File: config.mk
export PLATFORM = sky130hd
export DESIGN_NAME = sac_top
export DESIGN_NICKNAME = d
export VERILOG_FILES = /design/src/core/sac_pkg.sv /design/src/core/sac_top.sv
export SDC_FILE = /design/constraint.sdc
export NUM_CORES = 1
export LEC_CHECK = 0
export BUFFER_PORTS_ARGS = -buffer_cell sky130_fd_sc_hd__clkbuf_2
export CAP_MARGIN = 20
export CORE_ASPECT_RATIO = 1.5
export CORE_UTILIZATION = 60
export CTS_CLUSTER_SIZE = 40
export DETAILED_ROUTE_END_ITERATION = 7
export PLACE_DENSITY = 0.86
export SLEW_MARGIN = 10
export SYNTH_ARGS = -nofsm -noshare
export SYNTH_HDL_FRONTEND = slang
export SYNTH_SLANG_ARGS = --single-unit
File: constraint.sdc
create_clock -name mclk -period 4.3 [get_ports mclk]
set_input_delay 0.86 -clock mclk [delete_from_list [all_inputs] [get_ports mclk]]
set_output_delay 0.86 -clock mclk [all_outputs]
set_load 0.05 [all_outputs]
File: src/core/sac_pkg.sv
// Function
// - Converter clock is the system clock divided by 2 up to 256 per divider code.
// - Enable bit 1 runs the converter; 0 holds it powered down with no conversions.
// - Interrupt enable set makes completion raise an interrupt; clear raises none unless a set status bit (0 or 1) is unmasked in the mask register.
// - Format 1: upper eight bits high byte, low three in low bits 7-5, rest zero.
// - Format 0: lower eight bits low byte, top three in high bits 2-0, rest zero.
// - Averaging field 00/01/10/11 selects 1/2/4/8 readings; resets to 00.
// - Input select 00 input A, 01 input B, 10 temperature, 11 supply fifth.
// - Writing 1 to start begins a conversion; hardware clears it when finished.
// - Completion flag sets when a conversion finishes and both result bytes hold it.
// - Reading the low result byte clears the flag; writes to it do nothing.
// - While the flag is set neither result byte takes a newer result.
// - Result bytes are read-only; writes leave them unchanged.
package sac_pkg;
   localparam int          ADDR_W        = 12;
   localparam logic [7:0]  IDX_CONFIG    = 8'ha9;
   localparam logic [7:0]  IDX_RES_LOW   = 8'hba;
   localparam logic [7:0]  IDX_RES_HIGH  = 8'hbb;
   localparam logic [7:0]  IDX_CONTROL   = 8'hce;
   localparam logic [7:0]  IDX_IRQ_STAT  = 8'hd0;
   localparam logic [7:0]  IDX_IRQ_MASK  = 8'hd1;
   localparam logic [7:0]  CONFIG_RESET  = 8'h00;
   localparam logic [7:0]  CONTROL_RESET = 8'h00;
   localparam int          CFG_ON_BIT    = 7;
   localparam int          CFG_IRQEN_BIT = 6;
   localparam int          CFG_JUST_BIT  = 5;
   localparam int          CFG_PRE_LSB   = 0;
   localparam int          CTL_AVG_LSB   = 6;
   localparam int          CTL_SEL_LSB   = 4;
   localparam int          CTL_FLAG_BIT  = 1;
   localparam int          CTL_TRIG_BIT  = 0;
   localparam int          STAT_DONE_BIT = 0;
   localparam int          STAT_DROP_BIT = 1;
   localparam int          RES_W         = 11;
   localparam int          ACC_W         = 14;
   localparam int          DIV_W         = 8;
   localparam logic [1:0]  SEL_INPUT_A   = 2'h0;
   localparam logic [1:0]  SEL_INPUT_B   = 2'h1;
   localparam logic [1:0]  SEL_TEMP      = 2'h2;
   localparam logic [1:0]  SEL_SUPPLY    = 2'h3;
   localparam int          MCLK_HZ       = 40_000_000;
   localparam int          SETTLE_US     = 20;
   localparam int          SETTLE_CYCLES = (SETTLE_US * (MCLK_HZ / 1_000_000));
   typedef enum logic [3:0] {
      SAC_IDLE    = 4'h1,
      SAC_SAMPLE  = 4'h2,
      SAC_CONVERT = 4'h4,
      SAC_FINISH  = 4'h8
   } sac_state_e;
endpackage

File: src/core/sac_top.sv
module sac_top (
   input  wire logic                       mclk,
   input  wire logic                       rst_n,
   input  wire logic                       psel,
   input  wire logic                       penable,
   input  wire logic                       pwrite,
   input  wire logic [sac_pkg::ADDR_W-1:0] paddr,
   input  wire logic [31:0]                pwdata,
   input  wire logic [3:0]                 pstrb,
   output logic      [31:0]                prdata,
   output logic                            pready,
   output logic                            pslverr,
   output logic                            irq,
   output logic                            converter_power,
   output logic                            converter_clk,
   output logic      [1:0]                 input_select,
   output logic                            sample_hold,
   output logic      [sac_pkg::RES_W-1:0]  trial_code,
   input  wire logic                       cmp_out
);

   logic [7:0]                cfg;
   logic [1:0]                sample_mean_count;
   logic                      soft_trigger;
   logic                      conversion_done_flag;
   logic [7:0]                result_low;
   logic [7:0]                result_high;
   logic [1:0]                irq_status;
   logic [1:0]                irq_mask;
   logic [sac_pkg::DIV_W-1:0] div_cnt;
   logic                      tick;
   logic                      cmp_meta;
   logic                      cmp_sync;
   sac_pkg::sac_state_e       state;
   logic [3:0]                bit_idx;
   logic [3:0]                samples;
   logic [sac_pkg::ACC_W-1:0] acc;
   logic [sac_pkg::RES_W-1:0] sar;
   logic [sac_pkg::RES_W-1:0] next_sar;
   logic [sac_pkg::ACC_W-1:0] next_acc;
   logic [sac_pkg::RES_W-1:0] mean;
   logic [15:0]               packed_res;
   logic [7:0]                addr_idx;
   logic                      addr_ok;
   logic                      setup_phase;
   logic                      wr_acc;
   logic                      rd_acc;
   logic                      snap_flag;
   logic [1:0]                snap_stat;
   logic                      sample_last;
   logic                      finish_ok;
   logic                      converter_on;
   logic                      done_irq_enable;
   logic                      justify_select;
   logic [2:0]                pre;

   function automatic logic [sac_pkg::DIV_W-1:0] div_mask(input logic [2:0] code);
      div_mask = sac_pkg::DIV_W'((9'h002 << code) - 9'h001);
   endfunction

   function automatic logic [15:0] pack_result(input logic [sac_pkg::RES_W-1:0] r,
                                                input logic                      msb_just);
      if (msb_just) begin
         pack_result = {r[10:3], r[2:0], 5'h00};
      end else begin
         pack_result = {5'h00, r[10:8], r[7:0]};
      end
   endfunction

   function automatic logic [3:0] mean_count(input logic [1:0] code);
      mean_count = 4'h1 << code;
   endfunction

   assign converter_on    = cfg[sac_pkg::CFG_ON_BIT];
   assign done_irq_enable = cfg[sac_pkg::CFG_IRQEN_BIT];
   assign justify_select  = cfg[sac_pkg::CFG_JUST_BIT];
   assign pre             = cfg[sac_pkg::CFG_PRE_LSB +: 3];

   // Bus decode: register index sits at byte address index times four.
   assign addr_idx    = paddr[9:2];
   assign addr_ok     = (paddr[1:0] == 2'h0) && (paddr[sac_pkg::ADDR_W-1:10] == 2'h0) &&
                        (addr_idx == sac_pkg::IDX_CONFIG   || addr_idx == sac_pkg::IDX_RES_LOW ||
                         addr_idx == sac_pkg::IDX_RES_HIGH || addr_idx == sac_pkg::IDX_CONTROL ||
                         addr_idx == sac_pkg::IDX_IRQ_STAT || addr_idx == sac_pkg::IDX_IRQ_MASK);
   assign setup_phase = psel && !penable;
   assign pready      = 1'b1;
   assign pslverr     = psel && penable && !addr_ok;
   assign wr_acc      = psel && penable && pwrite && addr_ok && pstrb[0];
   assign rd_acc      = psel && penable && !pwrite && addr_ok;

   // Read data is captured in the setup cycle so it comes from a flip-flop.
   always_ff @(posedge mclk) begin
      if (!rst_n) begin
         prdata    <= 32'h0000_0000;
         snap_flag <= 1'b0;
         snap_stat <= 2'h0;
      end else if (setup_phase && !pwrite) begin
         snap_flag <= conversion_done_flag;
         snap_stat <= irq_status;
         unique case (addr_idx)
            sac_pkg::IDX_CONFIG:   prdata <= {24'h000000, cfg};
            sac_pkg::IDX_RES_LOW:  prdata <= {24'h000000, result_low};
            sac_pkg::IDX_RES_HIGH: prdata <= {24'h000000, result_high};
            sac_pkg::IDX_CONTROL:  prdata <= {24'h000000, sample_mean_count, input_select,
                                              2'h0, conversion_done_flag, soft_trigger};
            sac_pkg::IDX_IRQ_STAT: prdata <= {30'h00000000, irq_status};
            sac_pkg::IDX_IRQ_MASK: prdata <= {30'h00000000, irq_mask};
            default:               prdata <= 32'h0000_0000;
         endcase
      end
   end

   // Configuration and control fields written by software.
   always_ff @(posedge mclk) begin
      if (!rst_n) begin
         cfg               <= sac_pkg::CONFIG_RESET;
         sample_mean_count <= sac_pkg::CONTROL_RESET[sac_pkg::CTL_AVG_LSB +: 2];
         input_select      <= sac_pkg::CONTROL_RESET[sac_pkg::CTL_SEL_LSB +: 2];
         irq_mask          <= 2'h0;
      end else if (wr_acc) begin
         if (addr_idx == sac_pkg::IDX_CONFIG) begin
            cfg <= {pwdata[7:5], 2'h0, pwdata[2:0]};
         end
         if (addr_idx == sac_pkg::IDX_CONTROL) begin
            sample_mean_count <= pwdata[sac_pkg::CTL_AVG_LSB +: 2];
            input_select      <= pwdata[sac_pkg::CTL_SEL_LSB +: 2];
         end
         if (addr_idx == sac_pkg::IDX_IRQ_MASK) begin
            irq_mask <= pwdata[1:0];
         end
      end
   end

   assign finish_ok = (state == sac_pkg::SAC_FINISH) && !conversion_done_flag;

   // Start bit: set by software, cleared by hardware at the end or at power-down.
   always_ff @(posedge mclk) begin
      if (!rst_n) begin
         soft_trigger <= 1'b0;
      end else if (!converter_on || state == sac_pkg::SAC_FINISH) begin
         soft_trigger <= 1'b0;
      end else if (wr_acc && addr_idx == sac_pkg::IDX_CONTROL &&
                   pwdata[sac_pkg::CTL_TRIG_BIT]) begin
         soft_trigger <= 1'b1;
      end
   end

   // Completion flag: a set in the same cycle as a low-byte read wins.
   always_ff @(posedge mclk) begin
      if (!rst_n) begin
         conversion_done_flag <= 1'b0;
      end else if (finish_ok) begin
         conversion_done_flag <= 1'b1;
      end else if (rd_acc && addr_idx == sac_pkg::IDX_RES_LOW && snap_flag) begin
         conversion_done_flag <= 1'b0;
      end
   end

   // Result bytes take a new value only while the flag is clear.
   always_ff @(posedge mclk) begin
      if (!rst_n) begin
         result_low  <= 8'h00;
         result_high <= 8'h00;
      end else if (finish_ok) begin
         result_low  <= packed_res[7:0];
         result_high <= packed_res[15:8];
      end
   end

   // Sticky event bits, cleared by reading the status register.
   always_ff @(posedge mclk) begin
      if (!rst_n) begin
         irq_status <= 2'h0;
      end else begin
         irq_status <= (rd_acc && addr_idx == sac_pkg::IDX_IRQ_STAT) ?
                       (irq_status & ~snap_stat) : irq_status;
         if (finish_ok) begin
            irq_status[sac_pkg::STAT_DONE_BIT] <= 1'b1;
         end
         if (state == sac_pkg::SAC_FINISH && conversion_done_flag) begin
            irq_status[sac_pkg::STAT_DROP_BIT] <= 1'b1;
         end
      end
   end

   assign irq = (conversion_done_flag && done_irq_enable) || |(irq_status & irq_mask);

   // Converter clock divider, held in reset while powered down.
   always_ff @(posedge mclk) begin
      if (!rst_n) begin
         div_cnt       <= '0;
         converter_clk <= 1'b0;
      end else if (!converter_on) begin
         div_cnt       <= '0;
         converter_clk <= 1'b0;
      end else begin
         div_cnt       <= ((div_cnt & div_mask(pre)) == div_mask(pre)) ? '0 : div_cnt + 1'b1;
         converter_clk <= div_cnt[pre];
      end
   end

   assign tick            = converter_on && ((div_cnt & div_mask(pre)) == div_mask(pre));
   assign converter_power = converter_on;

   always_ff @(posedge mclk) begin
      if (!rst_n) begin
         cmp_meta <= 1'b0;
         cmp_sync <= 1'b0;
      end else begin
         cmp_meta <= cmp_out;
         cmp_sync <= cmp_meta;
      end
   end

   always_comb begin
      next_sar          = sar;
      next_sar[bit_idx] = cmp_sync;
      if (bit_idx != 4'h0) begin
         next_sar[bit_idx - 4'h1] = 1'b1;
      end
      next_acc    = acc + sac_pkg::ACC_W'(next_sar);
      sample_last = (samples + 4'h1) == mean_count(sample_mean_count);
   end

   assign mean       = sac_pkg::RES_W'(acc >> sample_mean_count);
   assign packed_res = pack_result(mean, justify_select);

   // Sequencer: sample, eleven bit decisions per reading, then finish.
   always_ff @(posedge mclk) begin
      if (!rst_n) begin
         state   <= sac_pkg::SAC_IDLE;
         bit_idx <= 4'h0;
         samples <= 4'h0;
         acc     <= '0;
         sar     <= '0;
      end else if (!converter_on) begin
         state <= sac_pkg::SAC_IDLE;
      end else begin
         unique case (state)
            sac_pkg::SAC_IDLE: begin
               if (soft_trigger) begin
                  state   <= sac_pkg::SAC_SAMPLE;
                  samples <= 4'h0;
                  acc     <= '0;
               end
            end
            sac_pkg::SAC_SAMPLE: begin
               if (tick) begin
                  state   <= sac_pkg::SAC_CONVERT;
                  bit_idx <= 4'(sac_pkg::RES_W - 1);
                  sar     <= 11'h400;
               end
            end
            sac_pkg::SAC_CONVERT: begin
               if (tick) begin
                  sar <= next_sar;
                  if (bit_idx == 4'h0) begin
                     acc     <= next_acc;
                     samples <= samples + 4'h1;
                     state   <= sample_last ? sac_pkg::SAC_FINISH : sac_pkg::SAC_SAMPLE;
                  end else begin
                     bit_idx <= bit_idx - 4'h1;
                  end
               end
            end
            sac_pkg::SAC_FINISH: begin
               state <= sac_pkg::SAC_IDLE;
            end
            default: begin
               state <= sac_pkg::SAC_IDLE;
            end
         endcase
      end
   end

   assign sample_hold = (state == sac_pkg::SAC_SAMPLE);
   assign trial_code  = sar;
endmodule

* Word level (Yosys, flattened, before mapping)
Index checks and enable logic that the tools add are counted.
** Word-level totals
- Register bits :: 115
- Word-level logic and storage cells :: 149
- Output and inout bits :: 51
** Cells by class
- Add/sub/neg operators :: 5
- Reductions and logical operators :: 54
- Shift operators :: 3
- Equal/unequal tests :: 17
- Muxes and demuxes :: 36
- Bitwise gates (word level) :: 7
- Order comparisons :: 5
** Operators by type and width (number)
- 8-bit equality test (second input constant) :: 6
- 8-bit one-hot mux with 6 select lines :: 1
- 4-bit 2-to-1 mux :: 11
- 14-bit 2-to-1 mux :: 3
- 11-bit 2-to-1 mux :: 3
- 14-bit one-hot mux with 2 select lines :: 1
- 1-bit logical AND :: 22
- 11-bit one-hot mux with 2 select lines :: 1
- 16-bit 2-to-1 mux :: 1
- 4-bit one-hot mux with 2 select lines :: 2
- 14-bit by 11-bit adder with 14-bit output :: 1
- 14-bit by 2-bit >> shifter with 11-bit output :: 1
- 4-bit one-hot mux with 3 select lines :: 1
- 11-bit bitwise mux :: 1
- 11-bit OR :: 1
- 4-bit by 5-bit < comparator with 1-bit output (second input constant) :: 2
- 5-bit AND reduction :: 2
- 2-bit nonzero test :: 5
- 8-bit by 1-bit adder with 8-bit output (second input constant) :: 1
- 8-bit bitwise AND :: 1
- 1-bit demux with 4-bit select :: 2
- 8-bit equality test :: 1
- 4-bit by 1-bit greater-or-equal comparator with 1-bit output (second input constant) :: 2
- 2-bit != test (second input constant) :: 4
- other kinds (27) :: 51

* Depth between registers and ports, before layout
- Word-level depth :: 12
- Depth in mapped cells :: 14

* Worst setup path before layout
No wires, ideal clock.
- Kind :: input-to-output
- Start point :: in paddr[3] (netlist name)
- End point :: out pslverr
- Cell stages on the path :: 4
- Required time :: 3.440 ns
- Slack :: 1.263 ns
- Path buffers :: 0
- Data arrival time :: 2.177 ns
- Path through :: or4b_2 o31a_1 o2bb2ai_4 a21oi_1
** Between the ends
- Cells in the longest elaborated chain, start to end :: 9
- Elaborated cells between the ends (all ways) :: 14
- Classes of those cells :: eq/ne (6); reduce/logical (8)
** Ends and longest elaborated chain
- start: declaration :: RTL line sac_top.sv:7 : input wire logic [sac_pkg::ADDR_W-1:0] paddr,
- 8-bit equality test :: RTL line sac_top.sv:82 : (addr_idx == sac_pkg::IDX_CONFIG || addr_idx == sac_pkg::IDX_RES_LOW ||
- 1-bit logical OR (2 in series) :: RTL line sac_top.sv:82
- 1-bit logical OR (2 in series) :: RTL line sac_top.sv:83 : addr_idx == sac_pkg::IDX_RES_HIGH || addr_idx == sac_pkg::IDX_CONTROL ||
- 1-bit logical OR (*) :: RTL line sac_top.sv:84 : addr_idx == sac_pkg::IDX_IRQ_STAT || addr_idx == sac_pkg::IDX_IRQ_MASK);
- 1-bit logical AND (*) :: RTL line sac_top.sv:81 : assign addr_ok = (paddr[1:0] == 2'h0) && (paddr[sac_pkg::ADDR_W-1:10] == 2'h0) &&
- 1-bit logical NOT (*) :: RTL line sac_top.sv:87 : assign pslverr = psel && penable && !addr_ok;
- 1-bit logical AND (*) :: RTL line sac_top.sv:87
- end: declaration :: RTL line sac_top.sv:12 : output logic pslverr,
Every way passes the cells marked *; elsewhere a longest branch is shown, timed or not.

* Worst setup path after layout
- Start point :: reg bit_idx[0]
- End point :: reg acc[7] (netlist name)
** Between the ends
- Cells in the longest elaborated chain, start to end :: 11
- Elaborated cells between the ends (all ways) :: 22
- Classes of those cells :: add/sub (2); order compare (4); eq/ne (1); mux (9); bitwise (1); reduce/logical (5)
** Ends and longest elaborated chain
- start: declaration :: RTL line sac_top.sv:35 : logic [3:0] bit_idx;
- start signal: assignment :: RTL line sac_top.sv:250 : bit_idx <= 4'(sac_pkg::RES_W - 1);
- start signal: assignment :: RTL line sac_top.sv:262 : bit_idx <= bit_idx - 4'h1;
- 4-bit by 1-bit subtractor with 4-bit output, or another cell as far along :: RTL line sac_top.sv:219 : next_sar[bit_idx - 4'h1] = 1'b1;
- 4-bit by 5-bit < comparator with 1-bit output (implied by the code), or another cell as far along :: RTL line sac_top.sv:219
- 1-bit logical AND (implied by the code) or 1-bit 2-to-1 mux (tied branches) :: RTL line sac_top.sv:219, sac_top.sv:217
- 1-bit 2-to-1 mux (implied by the code) or 1-bit demux with 4-bit select (tied branches) :: RTL line sac_top.sv:219, sac_top.sv:217
- 1-bit demux with 4-bit select or 11-bit bitwise mux (tied branches) :: RTL line sac_top.sv:219, sac_top.sv:217
- 11-bit OR (no source line)
- 11-bit 2-to-1 mux :: RTL line sac_top.sv:218 : if (bit_idx != 4'h0) begin
- 14-bit by 11-bit adder with 14-bit output :: RTL line sac_top.sv:221 : next_acc = acc + sac_pkg::ACC_W'(next_sar);
- 14-bit 2-to-1 mux :: RTL line sac_top.sv:257 : if (bit_idx == 4'h0) begin
- 14-bit 2-to-1 mux :: RTL line sac_top.sv:255 : if (tick) begin
- 14-bit one-hot mux with 2 select lines :: RTL line sac_top.sv:239 : unique case (state)
- end signal: assignment :: RTL line sac_top.sv:258 : acc <= next_acc;
- end: declaration :: RTL line sac_top.sv:37 : logic [sac_pkg::ACC_W-1:0] acc;
Several ways; a longest one is shown, not always the timed one. The select of a mux whose other input is x is not followed.
A chain may end at the register's enable or synchronous reset.

==> impl_results.md <==
* Status: completed
* Unrepaired setup endpoints after global routing: no
* Overall routing resource usage at 0.3020
* Critical path's largest stage delay at approximately 480 ps
* Maximum clock frequency at about 270 MHz
* Final hold viol count at 0
* Cell count after synthesis at 606
* Crit Path Max Fanout at 10
* H-Tree Depth at 3
* Die Ht at 117.2 microns
* Placer congestion estimate at approximately 0.92
* Layout area overhead at 9.080%
* Worst VDD drop at roughly 0.20 mV
* Placed inst area at ~5500 sq um
* Max Slew Vio Count at 0
* Pwr dens at roughly 300 nW/um^2
* Cell row count at 41
* Syn. warnings at 0
* Critical path, cell by cell: inv_1 -> ha_1 -> or3b_1 -> nand2_1 -> o21ai_0 -> ha_1 -> a211oi_1 -> o21ai_0 -> o21a_1 -> o21ai_0 -> o311ai_0 -> a21oi_1
* Max_cap viols at 0
* Leakage at 2.238 nW
* Synthesis-stage register bit count at around 90
* Hold Buf Count CTS at 0
* Clock sinks at 91
* Core ar. at 8516 sq um
* Placed instance count at between 700 and 800
* Hold Slack at approximately 450 ps
* Synth async-reset ratio at 0
* CTS tree: built
* Worst setup SP type: flop
* DIE AREA at roughly 9200 sq um
* DR pass1 iterations at 6
* Number of synthesized flops with an enable pin at 0
* Worst-Margin Slew at roughly 1000 ps
* Post-CTS setup buffers at 0
* Data required, critical path at between 4000 and 5000 ps
* Main flop type after synthesis: dfxtp_1
* Worst-Skew Late Latency at between 300 and 400 ps
* Wire length per cell at 17.55 microns
* HPWL after DPL at around 9600 microns
* Cell Area, Synth at between 5000 and 6000 sq um
* Iter 0 DRT Violations at 314
* Via Count at 4823
* Final Setup Violations at 0
* Horiz. Die Dim at 78.78 microns
* Skew final at between 7 and 8 ps
* Fin crit period at roughly 3800 ps
* Vias in the first global route at between 4000 and 5000
* Post-route setup TNS at 0 ps
* Largest net degree at the start of global routing at 52
* Fin crit share at 0.8742
* Non-filler cells, final at about 750
* Diode count at 0
* Routed Antenna Nets at 0
* Vias/cell at 6.414
* I/O Pins at between 100 and 150
* Root Driver: clkbuf_16
* CP endpoint kind: flop
* Most Frequent Cell on Critical Path: o21ai_0
* Initial antenna violation count at 0
* Fraction of layout cells with a size suffix above 1 at 0.1504
* Kind of critical path: reg -> reg
* GRT overflow at 0
* Clk buf depth at 2
* Max transition margin at 0.3260
* Initial Util at 0.6230
* Netlist cell types at 72
* Crit path DAT at 4030 ps
* I/O Buffers at 51
* Syn Area/Cell at between 8 and 9 sq um
* Crit-path slowest cell: dfxtp_1
* Worst min path class: reg -> reg
* Cts repair resizes at 0
* Final net count at 714
* First-pass GRT wire length at about 22000 microns
* Final Cell Area at around 5800 sq um
* WL final at around 13000 microns
* Filler cells at 684
* Sequential area share after synthesis at 0.3434
* DRC Markers at 0
* Clock-pin slew on the worst setup and hold paths at 60 ps
* TritonCTS buffer count at 9
==> cells in the final DEF, fill, tap and decap left out, types with 4 or more instances in the layout <==
cell       Yosys  layout
mux4_2        13      13
clkbuf_16      0       9
conb_1         2      25
inv_1          7       6
a211oi_1       8       8
o211ai_1       4       4
buf_4         28       4
nand2b_1       7       7
nand3b_1       4       4
and2_1         5       5
a22oi_1       31      31
a21o_1         7       7
xor2_1         8       8
nand3_1       18      18
ha_1          18      18
xnor2_1        9       9
mux2i_1       29      29
dfxtp_1       91      91
nand2_1       60      60
nor4_1         7       7
nand4_1        4       4
o21ai_0       26      26
a222oi_1       5       5
clkbuf_2       1      51
nor2_1        73      73
or3_1          5       5
nor2b_1        7       7
a21oi_1       38      38
nor3_1         4       4
==> flip-flops by register name, indices dropped and copies added, names as in the netlist, 6 cells and up <==
register     count
acc             14
cfg              6
div_cnt          8
prdata           8
result_high      8
result_low       8
trial_code      11
==> logic make-up after synthesis <==
logic type | after synthesis | share of synthesized area
other | 2 | 0.001416
AND/OR/NAND/NOR | 220 | 0.2045
adder cells (fa/ha/maj) | 19 | 0.04623
flip-flops | 91 | 0.3434
AO/OA/AOI/OAI | 152 | 0.1976
multiplexers | 44 | 0.1142
XOR/XNOR | 17 | 0.02807
buffers and inverters | 61 | 0.06462
==> power breakdown <==
| group | internal [mW] | leakage, nW | switching (mW) |
|---|---|---|---|
| clock | 0.451 | 0.133 | 0.337 |
| combinational | 0.0164 | 1.37 | 0.0840 |
| sequential | 0.844 | 0.733 | 0.00195 |
==> Yosys cell counts, drive strengths merged, types with 4 or more instances <==
| library cell | instances | area, sq um |
|---|---|---|
| clkbuf | 19 | 72.56 |
| nand2 | 60 | 225.2 |
| a222oi | 5 | 50.05 |
| nor4 | 8 | 56.30 |
| inv | 7 | 26.28 |
| dfxtp | 91 | 1822 |
| xor2 | 8 | 70.07 |
| nand3 | 18 | 90.09 |
| buf | 35 | 244.0 |
| o21ai | 26 | 130.1 |
| nor3 | 5 | 30.03 |
| nor2b | 7 | 43.79 |
| mux4 | 13 | 292.8 |
| a21oi | 38 | 190.2 |
| xnor2 | 9 | 78.83 |
| a211oi | 8 | 60.06 |
| a22oi | 31 | 232.7 |
| nor4b | 4 | 47.55 |
| or3b | 4 | 35.04 |
| and2 | 5 | 31.28 |
| nand2b | 7 | 43.79 |
| mux2i | 29 | 290.3 |
| a21o | 7 | 52.55 |
| nand3b | 4 | 30.03 |
| nand4 | 4 | 25.02 |
| ha | 18 | 225.2 |
| o211ai | 5 | 42.54 |
| nor2 | 74 | 280.3 |
| or3 | 5 | 31.28 |
==> worst paths after layout <==
| path | from | endpoint | slack [ps] | cells past startpoint |
|---|---|---|---|---|
| hold reg to reg | cmp_meta$_SDFF_PN0_ | cmp_sync$_SDFF_PN0_ | 450 | 1 |
| setup / recovery | bit_idx[0]$_SDFFE_PN0P_ | acc[7]$_SDFFE_PN0P_ | 540 | 12 |
| setup reg to reg | bit_idx[0]$_SDFFE_PN0P_ | acc[7]$_SDFFE_PN0P_ | 540 | 12 |
| hold / removal | cmp_meta$_SDFF_PN0_ | cmp_sync$_SDFF_PN0_ | 450 | 1 |
==> critical path: cells and delay by family, from the launching register on <==
family,cells,cell delay [ps]
buffers and inverters,1,140
AOI/OAI and AO/OA,7,1820
DFF,1,480
and+or+nand+nor,2,570
adders and majority gates,2,680
==> layout make-up <==
cell class,count,area [sq um],area share
clock buffers,10,229.0,0.03957
well taps,107,133.9,0.02314
flip-flops and latches,91,1822,0.3148
inverters,7,26.28,0.004541
multi-input cells,477,3227,0.5576
repair buffers,55,285.3,0.04930
clock inverters,5,63.81,0.01103
==> routing by layer <==
metal,GRT usage,routed length (microns)
met5,0,0
met4,0.2235,770
met2,0.5345,6784
met3,0.05349,806
met1,0.3204,4840
==> metrics by stage <==
stage / setup WS (ps) / utilization / power (mW)
global route: 252.0 / 0.6795 / 1.780
floorplan: 1263 / - / 0.9586
global placement: 813.5 / 0.6452 / 0.9622
detailed placement: 739.6 / 0.6452 / 0.9642
CTS: 609.1 / 0.6795 / 1.736
finish: 541.1 / 0.6795 / 1.735
Power figures use the tool's default switching activity.
